==> config.mk <==
export PLATFORM = sky130hd
export DESIGN_NAME = uhirq_status
export DESIGN_NICKNAME = d
export VERILOG_FILES = /design/src/rtl/uhirq_pkg.sv /design/src/rtl/uhirq_flags.sv /design/src/rtl/uhirq_status.sv
export SDC_FILE = /design/constraint.sdc
export NUM_CORES = 1
export LEC_CHECK = 0
export BUFFER_PORTS_ARGS = -buffer_cell sky130_fd_sc_hd__clkbuf_2
export CAP_MARGIN = 10
export CORE_UTILIZATION = 43
export CTS_BUF_LIST = sky130_fd_sc_hd__clkbuf_8
export CTS_CLUSTER_SIZE = 40
export DETAILED_ROUTE_END_ITERATION = 10
export PLACE_DENSITY_LB_ADDON = 0.08
export SYNTH_ARGS = -nofsm -noshare
export SYNTH_HDL_FRONTEND = slang
export SYNTH_HIERARCHICAL = 1
export SYNTH_SLANG_ARGS = --single-unit
export TNS_END_PERCENT = 50
==> constraint.sdc <==
create_clock -name clock -period 2.5 [get_ports clock]
set_input_delay 0.125 -clock clock [delete_from_list [all_inputs] [get_ports clock]]
set_output_delay 0.125 -clock clock [all_outputs]
set_load 0.005 [all_outputs]
==> src/rtl/uhirq_pkg.sv <==
// constants for the usb host interrupt status block
package uhirq_pkg;
  // ----------------------------------------
  // register offsets (byte addresses)
  // ----------------------------------------
  localparam logic [7:0] OFS_STATUS = 8'h00;
  localparam logic [7:0] OFS_ENABLE = 8'h04;
  localparam logic [7:0] OFS_DISABLE = 8'h08;
  localparam logic [7:0] OFS_TALLY = 8'h0C;
  // ----------------------------------------
  // field positions
  // ----------------------------------------
  localparam int NUM_FLAGS = 7;
  localparam int BIT_ROOT_PORT = 6;
  localparam int BIT_FRAME_WRAP = 5;
  localparam int BIT_FATAL = 4;
  localparam int BIT_RESUME = 3;
  localparam int BIT_FRAME_START = 2;
  localparam int BIT_DONE_LIST = 1;
  localparam int BIT_OVERRUN = 0;
  localparam int BIT_OWNERSHIP = 30;
  localparam int BIT_GLOBAL_GATE = 31;
  localparam int TALLY_LSB = 16;
  localparam int TALLY_W = 2;
  // ----------------------------------------
  // reset values
  // ----------------------------------------
  localparam logic [6:0] RST_FLAGS = 7'h00;
  localparam logic [6:0] RST_ENABLE = 7'h00;
  localparam logic RST_GATE = 1'b0;
  localparam logic [1:0] RST_TALLY = 2'h0;
  localparam logic [31:0] RST_RDATA = 32'h00000000;
endpackage

==> src/rtl/uhirq_flags.sv <==
// sticky event flags with write-one-to-clear and overrun tally
`timescale 1ns/1ps
module uhirq_flags #(
  parameter int NFLAG = 7,
  parameter int TW = 2
) (
  // clock and reset
  input wire logic clock,
  input wire logic nrst,
  // event and clear vectors
  input wire logic [NFLAG-1:0] set_vec,
  input wire logic [NFLAG-1:0] clr_vec,
  input wire logic tally_inc,
  // state out
  output logic [NFLAG-1:0] flags,
  output logic [TW-1:0] tally
);
  // all state of this module
  typedef struct packed {
    logic [NFLAG-1:0] flags;
    logic [TW-1:0] tally;
  } uhirq_flag_state_s;

  uhirq_flag_state_s st_ff;
  uhirq_flag_state_s nxt_st;

  // ----------------------------------------
  // next state
  // ----------------------------------------
  // set wins over a clear in the same cycle
  always_comb begin
    nxt_st = st_ff;
    nxt_st.flags = (st_ff.flags & ~clr_vec) | set_vec;
    if (tally_inc) begin
      // counts even while the flag is pending
      nxt_st.tally = st_ff.tally + TW'(1);
    end
  end

  // ----------------------------------------
  // state register
  // ----------------------------------------
  always_ff @(posedge clock) begin
    if (!nrst) begin
      st_ff.flags <= NFLAG'(uhirq_pkg::RST_FLAGS);
      st_ff.tally <= TW'(uhirq_pkg::RST_TALLY);
    end else begin
      st_ff <= nxt_st;
    end
  end

  // outputs straight from flops
  assign flags = st_ff.flags;
  assign tally = st_ff.tally;
endmodule

==> src/rtl/uhirq_status.sv <==
// interrupt status, enable and gate logic of the usb host controller
//
// The address-and-strobe port and the address map were left to the implementer.
`timescale 1ns/1ps
module uhirq_status #(
  parameter int AW = 8
) (
  // clock and reset
  input wire logic clock,
  input wire logic nrst,
  // register port
  input wire logic [AW-1:0] reg_addr,
  input wire logic [31:0] reg_wdata,
  input wire logic reg_wr,
  input wire logic reg_rd,
  output logic [31:0] reg_rdata,
  // event pulses from the controller core
  input wire logic root_port_change_evt,
  input wire logic frame_count_wrap_evt,
  input wire logic system_bus_err_evt,
  input wire logic iso_cc_err_evt,
  input wire logic resume_evt,
  input wire logic frame_start_evt,
  input wire logic done_queue_head_upd_evt,
  input wire logic overrun_evt,
  // interrupt line to level 2 controller
  output logic irq
);
  // ----------------------------------------
  // state
  // ----------------------------------------
  // all registered state of this module
  typedef struct packed {
    logic [6:0] enable; // per-flag enables
    logic gate; // global irq gate
    logic [31:0] rdata; // read data register
  } uhirq_state_s;

  uhirq_state_s st_ff;
  uhirq_state_s nxt_st;

  // flag bank outputs
  logic [6:0] flags;
  logic [1:0] tally;

  // event and clear vectors
  logic [6:0] set_vec;
  logic [6:0] clr_vec;

  // address decodes
  logic hit_status;
  logic hit_enable;
  logic hit_disable;
  logic hit_tally;

  // ----------------------------------------
  // decode helpers
  // ----------------------------------------
  // match an address against a register offset
  function automatic logic addr_is(input logic [AW-1:0] a, input logic [7:0] ofs);
    addr_is = (a == AW'(ofs));
  endfunction

  // enable register image as software sees it
  function automatic logic [31:0] enable_image(input logic g, input logic [6:0] en);
    logic [31:0] img;
    img = 32'h00000000;
    img[uhirq_pkg::BIT_GLOBAL_GATE] = g;
    img[6:0] = en;
    enable_image = img;
  endfunction

  assign hit_status = addr_is(reg_addr, uhirq_pkg::OFS_STATUS);
  assign hit_enable = addr_is(reg_addr, uhirq_pkg::OFS_ENABLE);
  assign hit_disable = addr_is(reg_addr, uhirq_pkg::OFS_DISABLE);
  assign hit_tally = addr_is(reg_addr, uhirq_pkg::OFS_TALLY);

  // ----------------------------------------
  // event gathering
  // ----------------------------------------
  // one set pulse per flag position
  always_comb begin
    set_vec = 7'h00;
    set_vec[uhirq_pkg::BIT_ROOT_PORT] = root_port_change_evt;
    set_vec[uhirq_pkg::BIT_FRAME_WRAP] = frame_count_wrap_evt;
    // either fatal source raises the same flag
    set_vec[uhirq_pkg::BIT_FATAL] = system_bus_err_evt | iso_cc_err_evt;
    set_vec[uhirq_pkg::BIT_RESUME] = resume_evt;
    set_vec[uhirq_pkg::BIT_FRAME_START] = frame_start_evt;
    set_vec[uhirq_pkg::BIT_DONE_LIST] = done_queue_head_upd_evt;
    set_vec[uhirq_pkg::BIT_OVERRUN] = overrun_evt;
  end

  // write one to a flag position clears it
  always_comb begin
    clr_vec = 7'h00;
    if (reg_wr && hit_status) begin
      // only the low seven bits are flags; the rest are dropped
      clr_vec = reg_wdata[6:0];
    end
  end

  // ----------------------------------------
  // flag bank
  // ----------------------------------------
  uhirq_flags #(
    .NFLAG(uhirq_pkg::NUM_FLAGS),
    .TW(uhirq_pkg::TALLY_W)
  ) u_flags (
    .clock(clock),
    .nrst(nrst),
    .set_vec(set_vec),
    .clr_vec(clr_vec),
    .tally_inc(overrun_evt),
    .flags(flags),
    .tally(tally)
  );

  // ----------------------------------------
  // register next state
  // ----------------------------------------
  always_comb begin
    nxt_st = st_ff;
    // read data stands for one cycle only
    nxt_st.rdata = 32'h00000000;
    // enable register: write one sets
    if (reg_wr && hit_enable) begin
      nxt_st.enable = st_ff.enable | reg_wdata[6:0];
      if (reg_wdata[uhirq_pkg::BIT_GLOBAL_GATE]) begin
        nxt_st.gate = 1'b1;
      end
    end
    // disable register: write one clears the enable
    if (reg_wr && hit_disable) begin
      nxt_st.enable = st_ff.enable & ~reg_wdata[6:0];
      if (reg_wdata[uhirq_pkg::BIT_GLOBAL_GATE]) begin
        nxt_st.gate = 1'b0;
      end
    end
    // read mux
    if (reg_rd) begin
      if (hit_status) begin
        // ownership and reserved bits stay zero
        nxt_st.rdata[6:0] = flags;
      end else if (hit_enable || hit_disable) begin
        // both addresses show the current enables
        nxt_st.rdata = enable_image(st_ff.gate, st_ff.enable);
      end else if (hit_tally) begin
        // overrun tally in its field
        nxt_st.rdata[uhirq_pkg::TALLY_LSB +: uhirq_pkg::TALLY_W] = tally;
      end else begin
        // unmapped address reads zero
        nxt_st.rdata = 32'h00000000;
      end
    end
  end

  // ----------------------------------------
  // state register
  // ----------------------------------------
  always_ff @(posedge clock) begin
    if (!nrst) begin
      st_ff.enable <= uhirq_pkg::RST_ENABLE;
      st_ff.gate <= uhirq_pkg::RST_GATE;
      st_ff.rdata <= uhirq_pkg::RST_RDATA;
    end else begin
      st_ff <= nxt_st;
    end
  end

  // ----------------------------------------
  // outputs
  // ----------------------------------------
  // read data straight from the register
  assign reg_rdata = st_ff.rdata;

  // level interrupt from registered state
  assign irq = st_ff.gate && |(flags & st_ff.enable);

  // ----------------------------------------
  // assertions
  // ----------------------------------------
  // root port event shows at bit 6 next cycle
  root_flag_set_a: assert property (
    @(posedge clock) disable iff (!nrst)
    root_port_change_evt |=> flags[6]
  ) else $error("root port flag not set");

  // frame wrap flag holds until a write of one
  wrap_flag_hold_a: assert property (
    @(posedge clock) disable iff (!nrst)
    flags[5] && !(reg_wr && hit_status && reg_wdata[5]) |=> flags[5]
  ) else $error("frame wrap flag dropped");

  // iso condition code error raises fatal flag
  fatal_flag_set_a: assert property (
    @(posedge clock) disable iff (!nrst)
    (system_bus_err_evt || iso_cc_err_evt) |=> flags[4]
  ) else $error("fatal flag not set");

  // resume request raises bit 3
  resume_flag_set_a: assert property (
    @(posedge clock) disable iff (!nrst)
    resume_evt |=> flags[3]
  ) else $error("resume flag not set");

  // start of frame wins over a clear
  sof_set_wins_a: assert property (
    @(posedge clock) disable iff (!nrst)
    frame_start_evt && reg_wr && hit_status && reg_wdata[2] |=> flags[2]
  ) else $error("frame start flag lost to clear");

  // done head update raises bit 1, readable next
  done_flag_read_a: assert property (
    @(posedge clock) disable iff (!nrst)
    done_queue_head_upd_evt ##1 (reg_rd && hit_status) |=> reg_rdata[1]
  ) else $error("done list flag not visible");

  // overrun raises bit 0
  overrun_flag_set_a: assert property (
    @(posedge clock) disable iff (!nrst)
    overrun_evt |=> flags[0]
  ) else $error("overrun flag not set");

  // write one clears, write zero keeps
  w1c_clear_a: assert property (
    @(posedge clock) disable iff (!nrst)
    (reg_wr && hit_status && set_vec == 7'h00)
      |=> flags == ($past(flags) & ~$past(reg_wdata[6:0]))
  ) else $error("write one to clear mismatch");

  // flags zero after reset release
  reset_flags_a: assert property (
    @(posedge clock)
    !nrst |=> flags == 7'h00
  ) else $error("flags not zero after reset");

  // reserved and ownership bits read zero
  reserved_zero_a: assert property (
    @(posedge clock) disable iff (!nrst)
    reg_rd && hit_status |=> reg_rdata[31:7] == 25'h0000000
  ) else $error("reserved status bits not zero");

  // irq only with flag, enable and gate together
  irq_gate_a: assert property (
    @(posedge clock) disable iff (!nrst)
    irq |-> st_ff.gate && (flags & st_ff.enable) != 7'h00
  ) else $error("irq without gated enabled flag");

  // enabled flag with gate drives the line
  irq_raise_a: assert property (
    @(posedge clock) disable iff (!nrst)
    (reg_wr && hit_enable && reg_wdata[31] && reg_wdata[0] && overrun_evt)
      |=> irq
  ) else $error("irq not raised");

  // tally advances on every overrun, even when pending
  tally_step_a: assert property (
    @(posedge clock) disable iff (!nrst)
    overrun_evt |=> tally == 2'($past(tally) + 2'h1)
  ) else $error("overrun tally did not advance");

  // tally stands still without an overrun
  tally_hold_a: assert property (
    @(posedge clock) disable iff (!nrst)
    !overrun_evt |=> tally == $past(tally)
  ) else $error("overrun tally moved without overrun");

  // tally register shows the count in its field only
  tally_read_a: assert property (
    @(posedge clock) disable iff (!nrst)
    reg_rd && hit_tally |=> reg_rdata == {14'h0000, $past(tally), 16'h0000}
  ) else $error("tally read image wrong");

  // read data return to zero when no read was made
  rdata_idle_zero_a: assert property (
    @(posedge clock) disable iff (!nrst)
    !reg_rd |=> reg_rdata == 32'h00000000
  ) else $error("read data not zero outside a read");

  // status read shows the flags of the read cycle
  status_read_a: assert property (
    @(posedge clock) disable iff (!nrst)
    reg_rd && hit_status |=> reg_rdata[6:0] == $past(flags)
  ) else $error("status read does not match flags");

  // a write of zeros to the flag field keeps every flag
  write_zero_keep_a: assert property (
    @(posedge clock) disable iff (!nrst)
    reg_wr && hit_status && reg_wdata[6:0] == 7'h00
      |=> flags == ($past(flags) | $past(set_vec))
  ) else $error("flag changed on write of zero");

  // a flag only rises on its own event
  flag_rise_cause_a: assert property (
    @(posedge clock) disable iff (!nrst)
    nrst |=> (flags & ~$past(flags) & ~$past(set_vec)) == 7'h00
  ) else $error("flag rose without its event");

  // root port flag holds until a write of one
  root_flag_hold_a: assert property (
    @(posedge clock) disable iff (!nrst)
    flags[6] && !(reg_wr && hit_status && reg_wdata[6]) |=> flags[6]
  ) else $error("root port flag dropped");

  // start of frame raises bit 2
  sof_flag_set_a: assert property (
    @(posedge clock) disable iff (!nrst)
    frame_start_evt |=> flags[2]
  ) else $error("frame start flag not set");

  // done head update raises bit 1
  done_flag_set_a: assert property (
    @(posedge clock) disable iff (!nrst)
    done_queue_head_upd_evt |=> flags[1]
  ) else $error("done list flag not set");

  // enable write of one sets the matching enables
  enable_set_a: assert property (
    @(posedge clock) disable iff (!nrst)
    reg_wr && hit_enable
      |=> (st_ff.enable & $past(reg_wdata[6:0])) == $past(reg_wdata[6:0])
  ) else $error("enable bits not set by write");

  // disable write of one clears the matching enables
  enable_clear_a: assert property (
    @(posedge clock) disable iff (!nrst)
    reg_wr && hit_disable |=> (st_ff.enable & $past(reg_wdata[6:0])) == 7'h00
  ) else $error("enable bits not cleared by write");

  // clearing the global gate silences the line
  gate_off_quiet_a: assert property (
    @(posedge clock) disable iff (!nrst)
    reg_wr && hit_disable && reg_wdata[31] |=> !irq
  ) else $error("irq high with gate cleared");

  // enabled overrun with the gate open raises the line
  irq_follow_a: assert property (
    @(posedge clock) disable iff (!nrst)
    overrun_evt && st_ff.gate && st_ff.enable[0] && !(reg_wr && hit_disable) |=> irq
  ) else $error("irq not raised by enabled overrun");
endmodule

# After elaboration in Yosys (flattened, before gate mapping)
# Index checks and enable logic that the tools add are counted.
[op_classes] add_sub_neg=1 eq_ne=3 muxes=7 bitwise_logic=12 n_reduce_logical=12
[op_table] cell="$and 7x7->7" count=3
[op_table] cell="$mux 7" count=3
[op_table] cell="$eq 8x4->1 const B" count=2
[op_table] cell="$mux 8" count=2
[op_table] cell="$not 7->7" count=2
[op_table] cell="$or 7x7->7" count=2
[op_table] cell="$eq 8x3->1 const B" count=1
[op_table] cell="$logic_not 8->1" count=1
[op_table] cell="$reduce_or 7->1" count=1
[op_table] cell="$reduce_or 5->1" count=1
[op_table] cell="$logic_and 1x1->1" count=4
[op_table] cell="$not 1->1" count=4
[op_table] cell="$reduce_or 4->1" count=1
[op_table] cell="$reduce_or 3->1" count=1
[op_table] cell="$add 2x1->2 const B" count=1
[op_table] cell="$mux 1" count=2
[op_table] cell="$reduce_and 2->1" count=1
[op_table] cell="$reduce_bool 2->1" count=1
[op_table] cell="$logic_or 1x1->1" count=1
[op_table] cell="$or 1x1->1" count=1
[totals] reg_bits=49 input_bits=52 output_inout_bits=33 elab_cells=43

# Depth between registers and ports, before layout
# Gate-level depths: netlist of the first run.
[logic_depth] word_depth=6 ltp_mapped=6 depth_no_buf=5

# By module
# The synthesis of the first run kept the hierarchy.
[modules_own_cells] module="uhirq_status" n_inst=1 cells_per_inst=136 area_each_um2=1121.1
[modules_own_cells] module="uhirq_flags" n_inst=1 cells_per_inst=30 area_each_um2=326.6

# Least setup slack after synthesis of the first run
# OpenSTA, ideal clock, no wires.
[synth_path] kind="in2reg" from="input reg_addr[1]" to="register st_ff, in the netlist reg_rdata[0]" t_arrival_ps=1473 path_slack_ps=961 stages=5 path_cell_list="or4_4 -> buf_6 -> or4_1 -> clkbuf_2 -> nor2_1"
[synth_via] elab_chain_cells=4 word_cells_on_any_way=6 classes_between="2 x eq/ne; 2 x mux; 2 x reduce/logical"
[synth_lines] element="from (decl)" line="uhirq_status.sv:12" rtl="input wire logic [AW-1:0] reg_addr,"
[synth_lines] element="$eq 8x3->1 or $eq 8x4->1 (tied branches)" line="uhirq_status.sv:61" rtl="addr_is = (a == AW'(ofs));"
[synth_lines] element="$logic_or 1x1->1" line="uhirq_status.sv:145" rtl="end else if (hit_enable || hit_disable) begin"
[synth_lines] element="$mux 7" line="uhirq_status.sv:145"
[synth_lines] element="$mux 7 *" line="uhirq_status.sv:142" rtl="if (hit_status) begin"
[synth_lines] element="to (signal assigned)" line="uhirq_status.sv:167" rtl="st_ff <= nxt_st;"
[synth_lines] element="to (decl)" line="uhirq_status.sv:39" rtl="uhirq_state_s st_ff;"
# Mark *: on every way between the ends. The rest lies on a longest branch, timed or not.
# A chain may end at the register's enable or synchronous reset.

# Final worst setup path of the first run
[layout_path] from="input reg_addr[1]" to="register st_ff, in the netlist reg_rdata[1]"
# The elaborated chain is that of the path after synthesis.

==> key figures, run 1 <==
Outcome
  – Status: finished clean

Synthesis
  – Post-synth top area share: 37.3%
  – Cell variety after synth: 33
  – Cells after synthesis: 166
  – Ys Warns: 6
  – Netlist Area Pre-Place: 0.00145 sq mm
  – Syn avg cell area: 8.72 sq um
  – Largest area contributor in the netlist: dfxtp_1
  – Number of synthesized register bits: 27
  – Synth top area cells: dfxtp_1, buf_4, a22oi_1
  – Sequential fraction of the synthesis area: 37.3%

Timing
  – Final worst path period share: 57.5%
  – Finish-stage setup viols: 0
  – Slew at the pin closest to its max-slew limit: 0.876 ns
  – Max Freq: 696 MHz
  – Post-layout min period: 1.44 ns
  – Fin worst setup slack: 1.06 ns
  – RSZ-0062 raised after global routing: false
  – Worst rel slew slack: 41.5%
  – Skew final: 0.00185 ns
  – Hold Fails Final Rpt: 0
  – Pins over their slew limit: 0
  – Setup TNS: 0 ns

Cells and area
  – Final core occ: 49.1%
  – NumNets Final: 243
  – Layout cells sized above 1: 23.7%
  – Final instance area: 0.00154 sq mm
  – Commonest non-fill, non-tap cell in the layout: clkbuf_2
  – Syn-to-layout area delta: 6.14%
  – Most frequent cells in the layout: clkbuf_2, dfxtp_1, conb_1
  – Ant. Diodes: 0

Routing
  – Routed vias: 1187
  – Iteration-0 DRC Markers: 46
  – Avg Vias per Cell: 5.07
  – Post-DRT Antenna Nets: 0
  – Per-cell routed wire length: 12.6 microns
  – Drc violations: 0
  – Total wire length: 2.95 mm
  – Router iterations before antenna repair: 4

Placement
  – Final RePlAce weighted congestion: 0.758
  – Detailed Place HPWL: 2.22 mm
  – Placed Area: 0.00149 sq mm
  – # port buffers: 38
  – Pre-CTS setup slack: 0.779 ns

Floorplan
  – DIE WIDTH: 60.0 microns
  – Standard-cell rows: 20
  – CORE AREA: 0.00313 sq mm
  – Initial Util: 46.3%
  – Die ar.: 0.00360 sq mm
  – Die Span Y: 60.0 microns
  – I/O pins: 85

Power
  – Power Density: 509 mW/mm^2
  – Leak: 0.655 nW
  – VDD IR max: 0.000155 V
  – Post-route total power: 0.000783 W

Critical path
  – Critical path's largest stage delay: 0.64 ns
  – R2r setup slk: 1.71 ns
  – CP cell instances: clkbuf_2, or4_4, or4_1, nor2_1
  – CP Capture Type: flip-flop
  – Crit-path max FO: 10
  – Reg2reg path depth: 2
  – CP required: 2.70 ns
  – WP data arrival: 1.64 ns
  – CP Launch Type: primary input
  – CP max stage cell: or4_1
  – Setup CP Type: primary input to flip-flop

Clock network
  – Clk pin slew, worst setup/hold paths: 0.09 ns
  – H-tree Lvls: 1
  – CTS Hold Bufs: 0
  – TritonCTS buffer count: 3
  – CTS Buffer Depth: 2
  – Setup repair bufs after CTS: 0
  – Clk_lat worst skew: 0.27 ns
  – CTS tree: built
  – Resized cells post-CTS: 0
  – Clock root cell: clkbuf_8
  – Clock sinks: 27

GRT
  – Largest net degree at the start of global routing: 20
  – Initial antenna violation count: 0
  – Number of global-route vias before repair: 1044
  – First-pass GRT wire length: 4.73 mm
  – GR Overflow Total: 0
  – GRT Util Overall: 17.4%

Min path
  – Hold path start: reg_wdata[31]
  – Hold Path Cell Cnt: 2
  – HP Class: primary input to flip-flop

Flow run
  – Max cap viols: 0
## cells by family (layout without fill, tap and decap cells)
logic type	after synthesis	after routing	share of synthesized area, %
and+or+nand+nor	58	58	23.7
buffers and inverters	41	44	20.1
AOI/OAI and AO/OA	36	36	16.7
DFF	27	27	37.3
xor gates and xnor gates	2	2	1.21
other	1	22	0.259
muxes	1	1	0.691
## state kept, by name (all words and copies together) (netlist names), named ones only
register	cells
u_flags/flags	7
st_ff	7
reg_rdata	10
u_flags/tally	2
## synth_stat cells (all sizes together)
library cell	n
dfxtp	27
nand2	3
o21ai	8
nor3	12
nand2b	1
and2	1
mux2i	1
or4	2
buf	36
clkbuf	4
o21a	7
nand3b	6
a222oi	1
or3b	1
xor2	2
conb	1
nor4b	1
nor2	9
a211oi	2
or2	1
inv	1
and3	8
a22oi	9
nor2b	8
and4	2
nor3b	1
a31oi	9
nor4	2
## stage by stage
step / instances / hold slack, ns
final: 234 / 0.0471
after global routing: 234 / 0.0510
after CTS: 234 / 0.0389
after detailed placement: 230 / 0.326
after global placement: 230 / 0.324
after floorplan: 187 / 0.219
## cell type report
class,count,area (sq um)
Tap cell,44,55.1
Clock inverter,1,3.75
Timing Repair Buffer,39,198
Fill cell,306,1590
Clock buffer,3,41.3
Multi-Input combinational cell,119,694
Sequential cell,27,541
Inverter,1,3.75
## power by group
group	total (W)	leakage, nW	internal, W	switching, W
registers	0.000449	0.220	0.000441	0.00000783
logic	0.0000909	0.408	0.0000384	0.0000525
clock network	0.000243	0.0269	0.000110	0.000133
total	0.000783	0.655	0.000589	0.000193
## critical path, delay by kind of cell
family / cells / cell delay [ns]
simple gates: 3 / 1.43
buf+inv: 1 / 0.09
## metal layers
| layer | vias to the layer above | routed length (microns) | global-route usage [%] |
|---|---|---|---|
| met5 | - | 0 | 0 |
| met4 | 0 | 0 | 4.98 |
| met3 | 0 | 196 | 1.30 |
| met2 | 60 | 1360 | 30.0 |
| met1 | 537 | 1390 | 23.0 |
| li1 | 590 | - | - |
## how the worst max path moves through the flow
stage	cells past startpoint	endpoint	from	slack (ns)
finish	4	reg_rdata[1]	reg_addr[1]	1.06
floorplan	5	reg_rdata[0]	reg_addr[1]	0.96
detailed placement	4	reg_rdata[1]	reg_addr[1]	0.78
global route	4	flip-flop	reg_addr[7]	1.01
global placement	4	reg_rdata[3]	reg_addr[1]	0.81
CTS	4	reg_rdata[1]	reg_addr[1]	1.06
No activity file was read; power rests on OpenSTA's default activity.
==> run 2: changes to the inputs <==
--- a/config.mk
+++ b/config.mk
@@ -7,7 +7,7 @@
 export LEC_CHECK = 0
 export BUFFER_PORTS_ARGS = -buffer_cell sky130_fd_sc_hd__clkbuf_2
 export CAP_MARGIN = 10
-export CORE_UTILIZATION = 43
+export CORE_UTILIZATION = 40
 export CTS_BUF_LIST = sky130_fd_sc_hd__clkbuf_8
 export CTS_CLUSTER_SIZE = 40
 export DETAILED_ROUTE_END_ITERATION = 10
==> constraint.sdc (replaced) <==
create_clock -name clock -period 1.3 [get_ports clock]
set_input_delay 0.065 -clock clock [delete_from_list [all_inputs] [get_ports clock]]
set_output_delay 0.065 -clock clock [all_outputs]
set_load 0.005 [all_outputs]
==> run 2 against run 1 <==
- critical path depth fell by 1
- largest power group unchanged
- via count grew 3.6%
- flip-flop and latch count unchanged
- critical path type is now flip-flop to output pin
- sequential share of layout area decreased by 3.2 points
- the flow now finishes with violations (negative hold slack, negative setup slack)
==> key figures, run 2 (synthesized netlist as in run 1, its figures left out) <==
Clock network
  – H-tree Lvls: 1 (unchanged)
  – Clk pin slew, worst setup/hold paths: 0.10 ns (about the same)
  – CTS tree: built
  – Clock root cell: clkbuf_8
  – Clk_lat worst skew: 0.27 ns (about the same)
  – CTS Buffer Depth: 2 (unchanged)
  – TritonCTS buffer count: 3 (unchanged)
  – Clock sinks: 27 (unchanged)

Min path
  – HP Class: primary input to flip-flop
  – Hold Path Cell Cnt: 2 (unchanged)

Timing
  – Hold Fails Final Rpt: 1 (+1)
  – Final worst path period share: 101%
  – Hold WS: -0.00100 ns (-0.0481 ns)
  – Post-layout min period: 1.31 ns
  – Pins over their slew limit: 0 (unchanged)
  – Finish-stage setup viols: 1 (+1)
  – RSZ-0062 raised after global routing: true
  – Fin worst setup slack: -0.00914 ns (-1.07 ns)
  – Skew final: 0.000942 ns (-0.000904 ns)
  – Setup TNS: -0.00914 ns (-0.00914 ns)
  – Max Freq: 764 MHz

Power
  – Share of power burned in registers: 55.7% (-1.7 points)
  – Gate power share: 13.6% (+2.0 points)
  – VDD IR max: 0.000361 V (+130%)
  – Leak: 0.749 nW (+14%)
  – Power Density: 917 mW/mm^2 (+80%)
  – Clock power share: 30.7% (-0.3 points)
  – Switching Share: 24.9% (+0.21 points)
  – Post-route total power: 0.00155 W (+98%)
  – Design internal power: 0.00117 W (+98%)
  – Switching Power: 0.000386 W (+100%)

Cells and area
  – Max FFs per register: 10 (unchanged)
  – Commonest non-fill, non-tap cell in the layout: clkbuf_2
  – Fin cells: 255 (+9.0%)
  – Syn-to-layout area delta: 16.9%
  – Register area: 542 sq um (+0.23%)
  – NumNets Final: 262 (+7.8%)
  – Most frequent cells in the layout: clkbuf_2, dfxtp_1, conb_1
  – Ant. Diodes: 0 (unchanged)
  – Layout cells sized above 1: 31.1% (+7.4 points)
  – Area of the multi-input gates: 698 sq um (+0.54%)
  – Filler cells: 342 (+12%)

Routing
  – Per-cell routed wire length: 12.3 microns (-2.9%)
  – Avg Vias per Cell: 4.82 (-4.9%)
  – Router iterations before antenna repair: 4 (unchanged)
  – Total wire length: 3.12 mm (+5.8%)
  – Routed vias: 1230 (+3.6%)
  – Drc violations: 0 (unchanged)
  – Iteration-0 DRC Markers: 41 (-11%)
  – Post-DRT Antenna Nets: 0 (unchanged)

Outcome
  – Status: finished, violations left
  – Failing checks: negative hold slack, negative setup slack

Placement
  – Placed insts: 249 (+8.3%)
  – Final RePlAce weighted congestion: 0.763 (+0.57%)
  – Detailed Place HPWL: 2.38 mm (+7.3%)
  – # port buffers: 38 (unchanged)
  – Pre-CTS setup slack: -0.269 ns (-1.05 ns)

Flow run
  – Max cap viols: 0 (unchanged)

GRT
  – GRT Util Overall: 16.8% (-0.54 points)
  – First-pass GRT wire length: 5.22 mm (+10%)
  – Largest net degree at the start of global routing: 19 (-5.0%)
  – Initial antenna violation count: 0 (unchanged)
  – GR Overflow Total: 0 (unchanged)
  – Number of global-route vias before repair: 1055 (+1.1%)

Critical path
  – CP required: 1.24 ns (-1.46 ns)
  – WP data arrival: 1.24 ns (-0.40 ns)
  – R2r setup slk: 0.52 ns (-1.19 ns)
  – Crit-path max FO: 3 (-7)
  – CP Launch Type: flip-flop
  – Reg2reg path depth: 3 (+1)
  – CP Capture Type: output pin
  – Setup CP Type: flip-flop to output pin

Floorplan
  – Standard-cell rows: 21 (+5.0%)
  – CORE AREA: 0.00339 sq mm (+8.4%)
  – DIE WIDTH: 62.2 microns (+3.6%)
  – Die ar.: 0.00386 sq mm (+7.3%)
  – Die Span Y: 62.2 microns (+3.6%)
  – I/O pins: 85 (unchanged)
  – Initial Util: 42.7% (-3.6 points)
## run 2: cell count changes in the layout (fill, tap and decap cells not counted), sizes merged
cell / previous run / this run
dlygate4sd3: 0 / 2
inv: 2 / 1
clkinv: 0 / 1
buf: 1 / 18
## run 2: final cells by class
cell class | count | area share (%)
Clock buffer | 3 | 2.44
Clock inverter | 1 | 0.296
Inverter | 1 | 0.222
Multi-Input combinational cell | 119 | 41.2
Sequential cell | 27 | 32.0
Tap cell | 46 | 3.40
Timing Repair Buffer | 58 | 20.4
## run 2: critical path, cell delays in order, from the launching register on
cell and delay (ns):
dfxtp_2 0.34, a222oi_1 0.38, a31oi_1 0.13, clkbuf_2 0.13
## run 2: path summary, 6_finish.rpt
check / from / endpoint
hold reg to reg: u_flags/tally[1] / u_flags/tally[1]
hold / removal: done_queue_head_upd_evt / u_flags/flags[1]
setup / recovery: u_flags/flags[3] / irq
setup reg to reg: st_ff[36] / st_ff[36]
## run 2: timing repair
action	in CTS	in global routing
hold buffers	2	0
hold endpoints to repair	2	0
resized for setup	1	1
setup buffers	0	0
endpoints found under the setup margin	1	8
pin swaps	2	2
## run 2: power by group through the flow
stage | logic (W) | registers [W] | clock network (W)
3_3_place_gp | 0.000200 | 0.000883 | 0
4_1_cts | 0.000209 | 0.000864 | 0.000485
2_1_floorplan | 0.000156 | 0.000878 | 0
3_5_place_dp | 0.000204 | 0.000883 | 0
6_report | 0.000211 | 0.000865 | 0.000477
5_1_grt | 0.000235 | 0.000868 | 0.000512
## run 2: routing by layer
layer	share of wire (%)	wire length (microns)	track usage [%]
met4	0.86	27	5.23
met3	4.1	127	2.02
met2	45	1410	24.5
met1	50	1560	25.6
met5	0	0	0
## run 2: stage by stage
stage / instance area (sq um) / utilization (%)
6_report: 1690 / 49.9
2_1_floorplan: 1530 / -
3_3_place_gp: 1620 / 47.8
5_1_grt: 1690 / 49.9
3_5_place_dp: 1620 / 47.8
4_1_cts: 1690 / 49.8
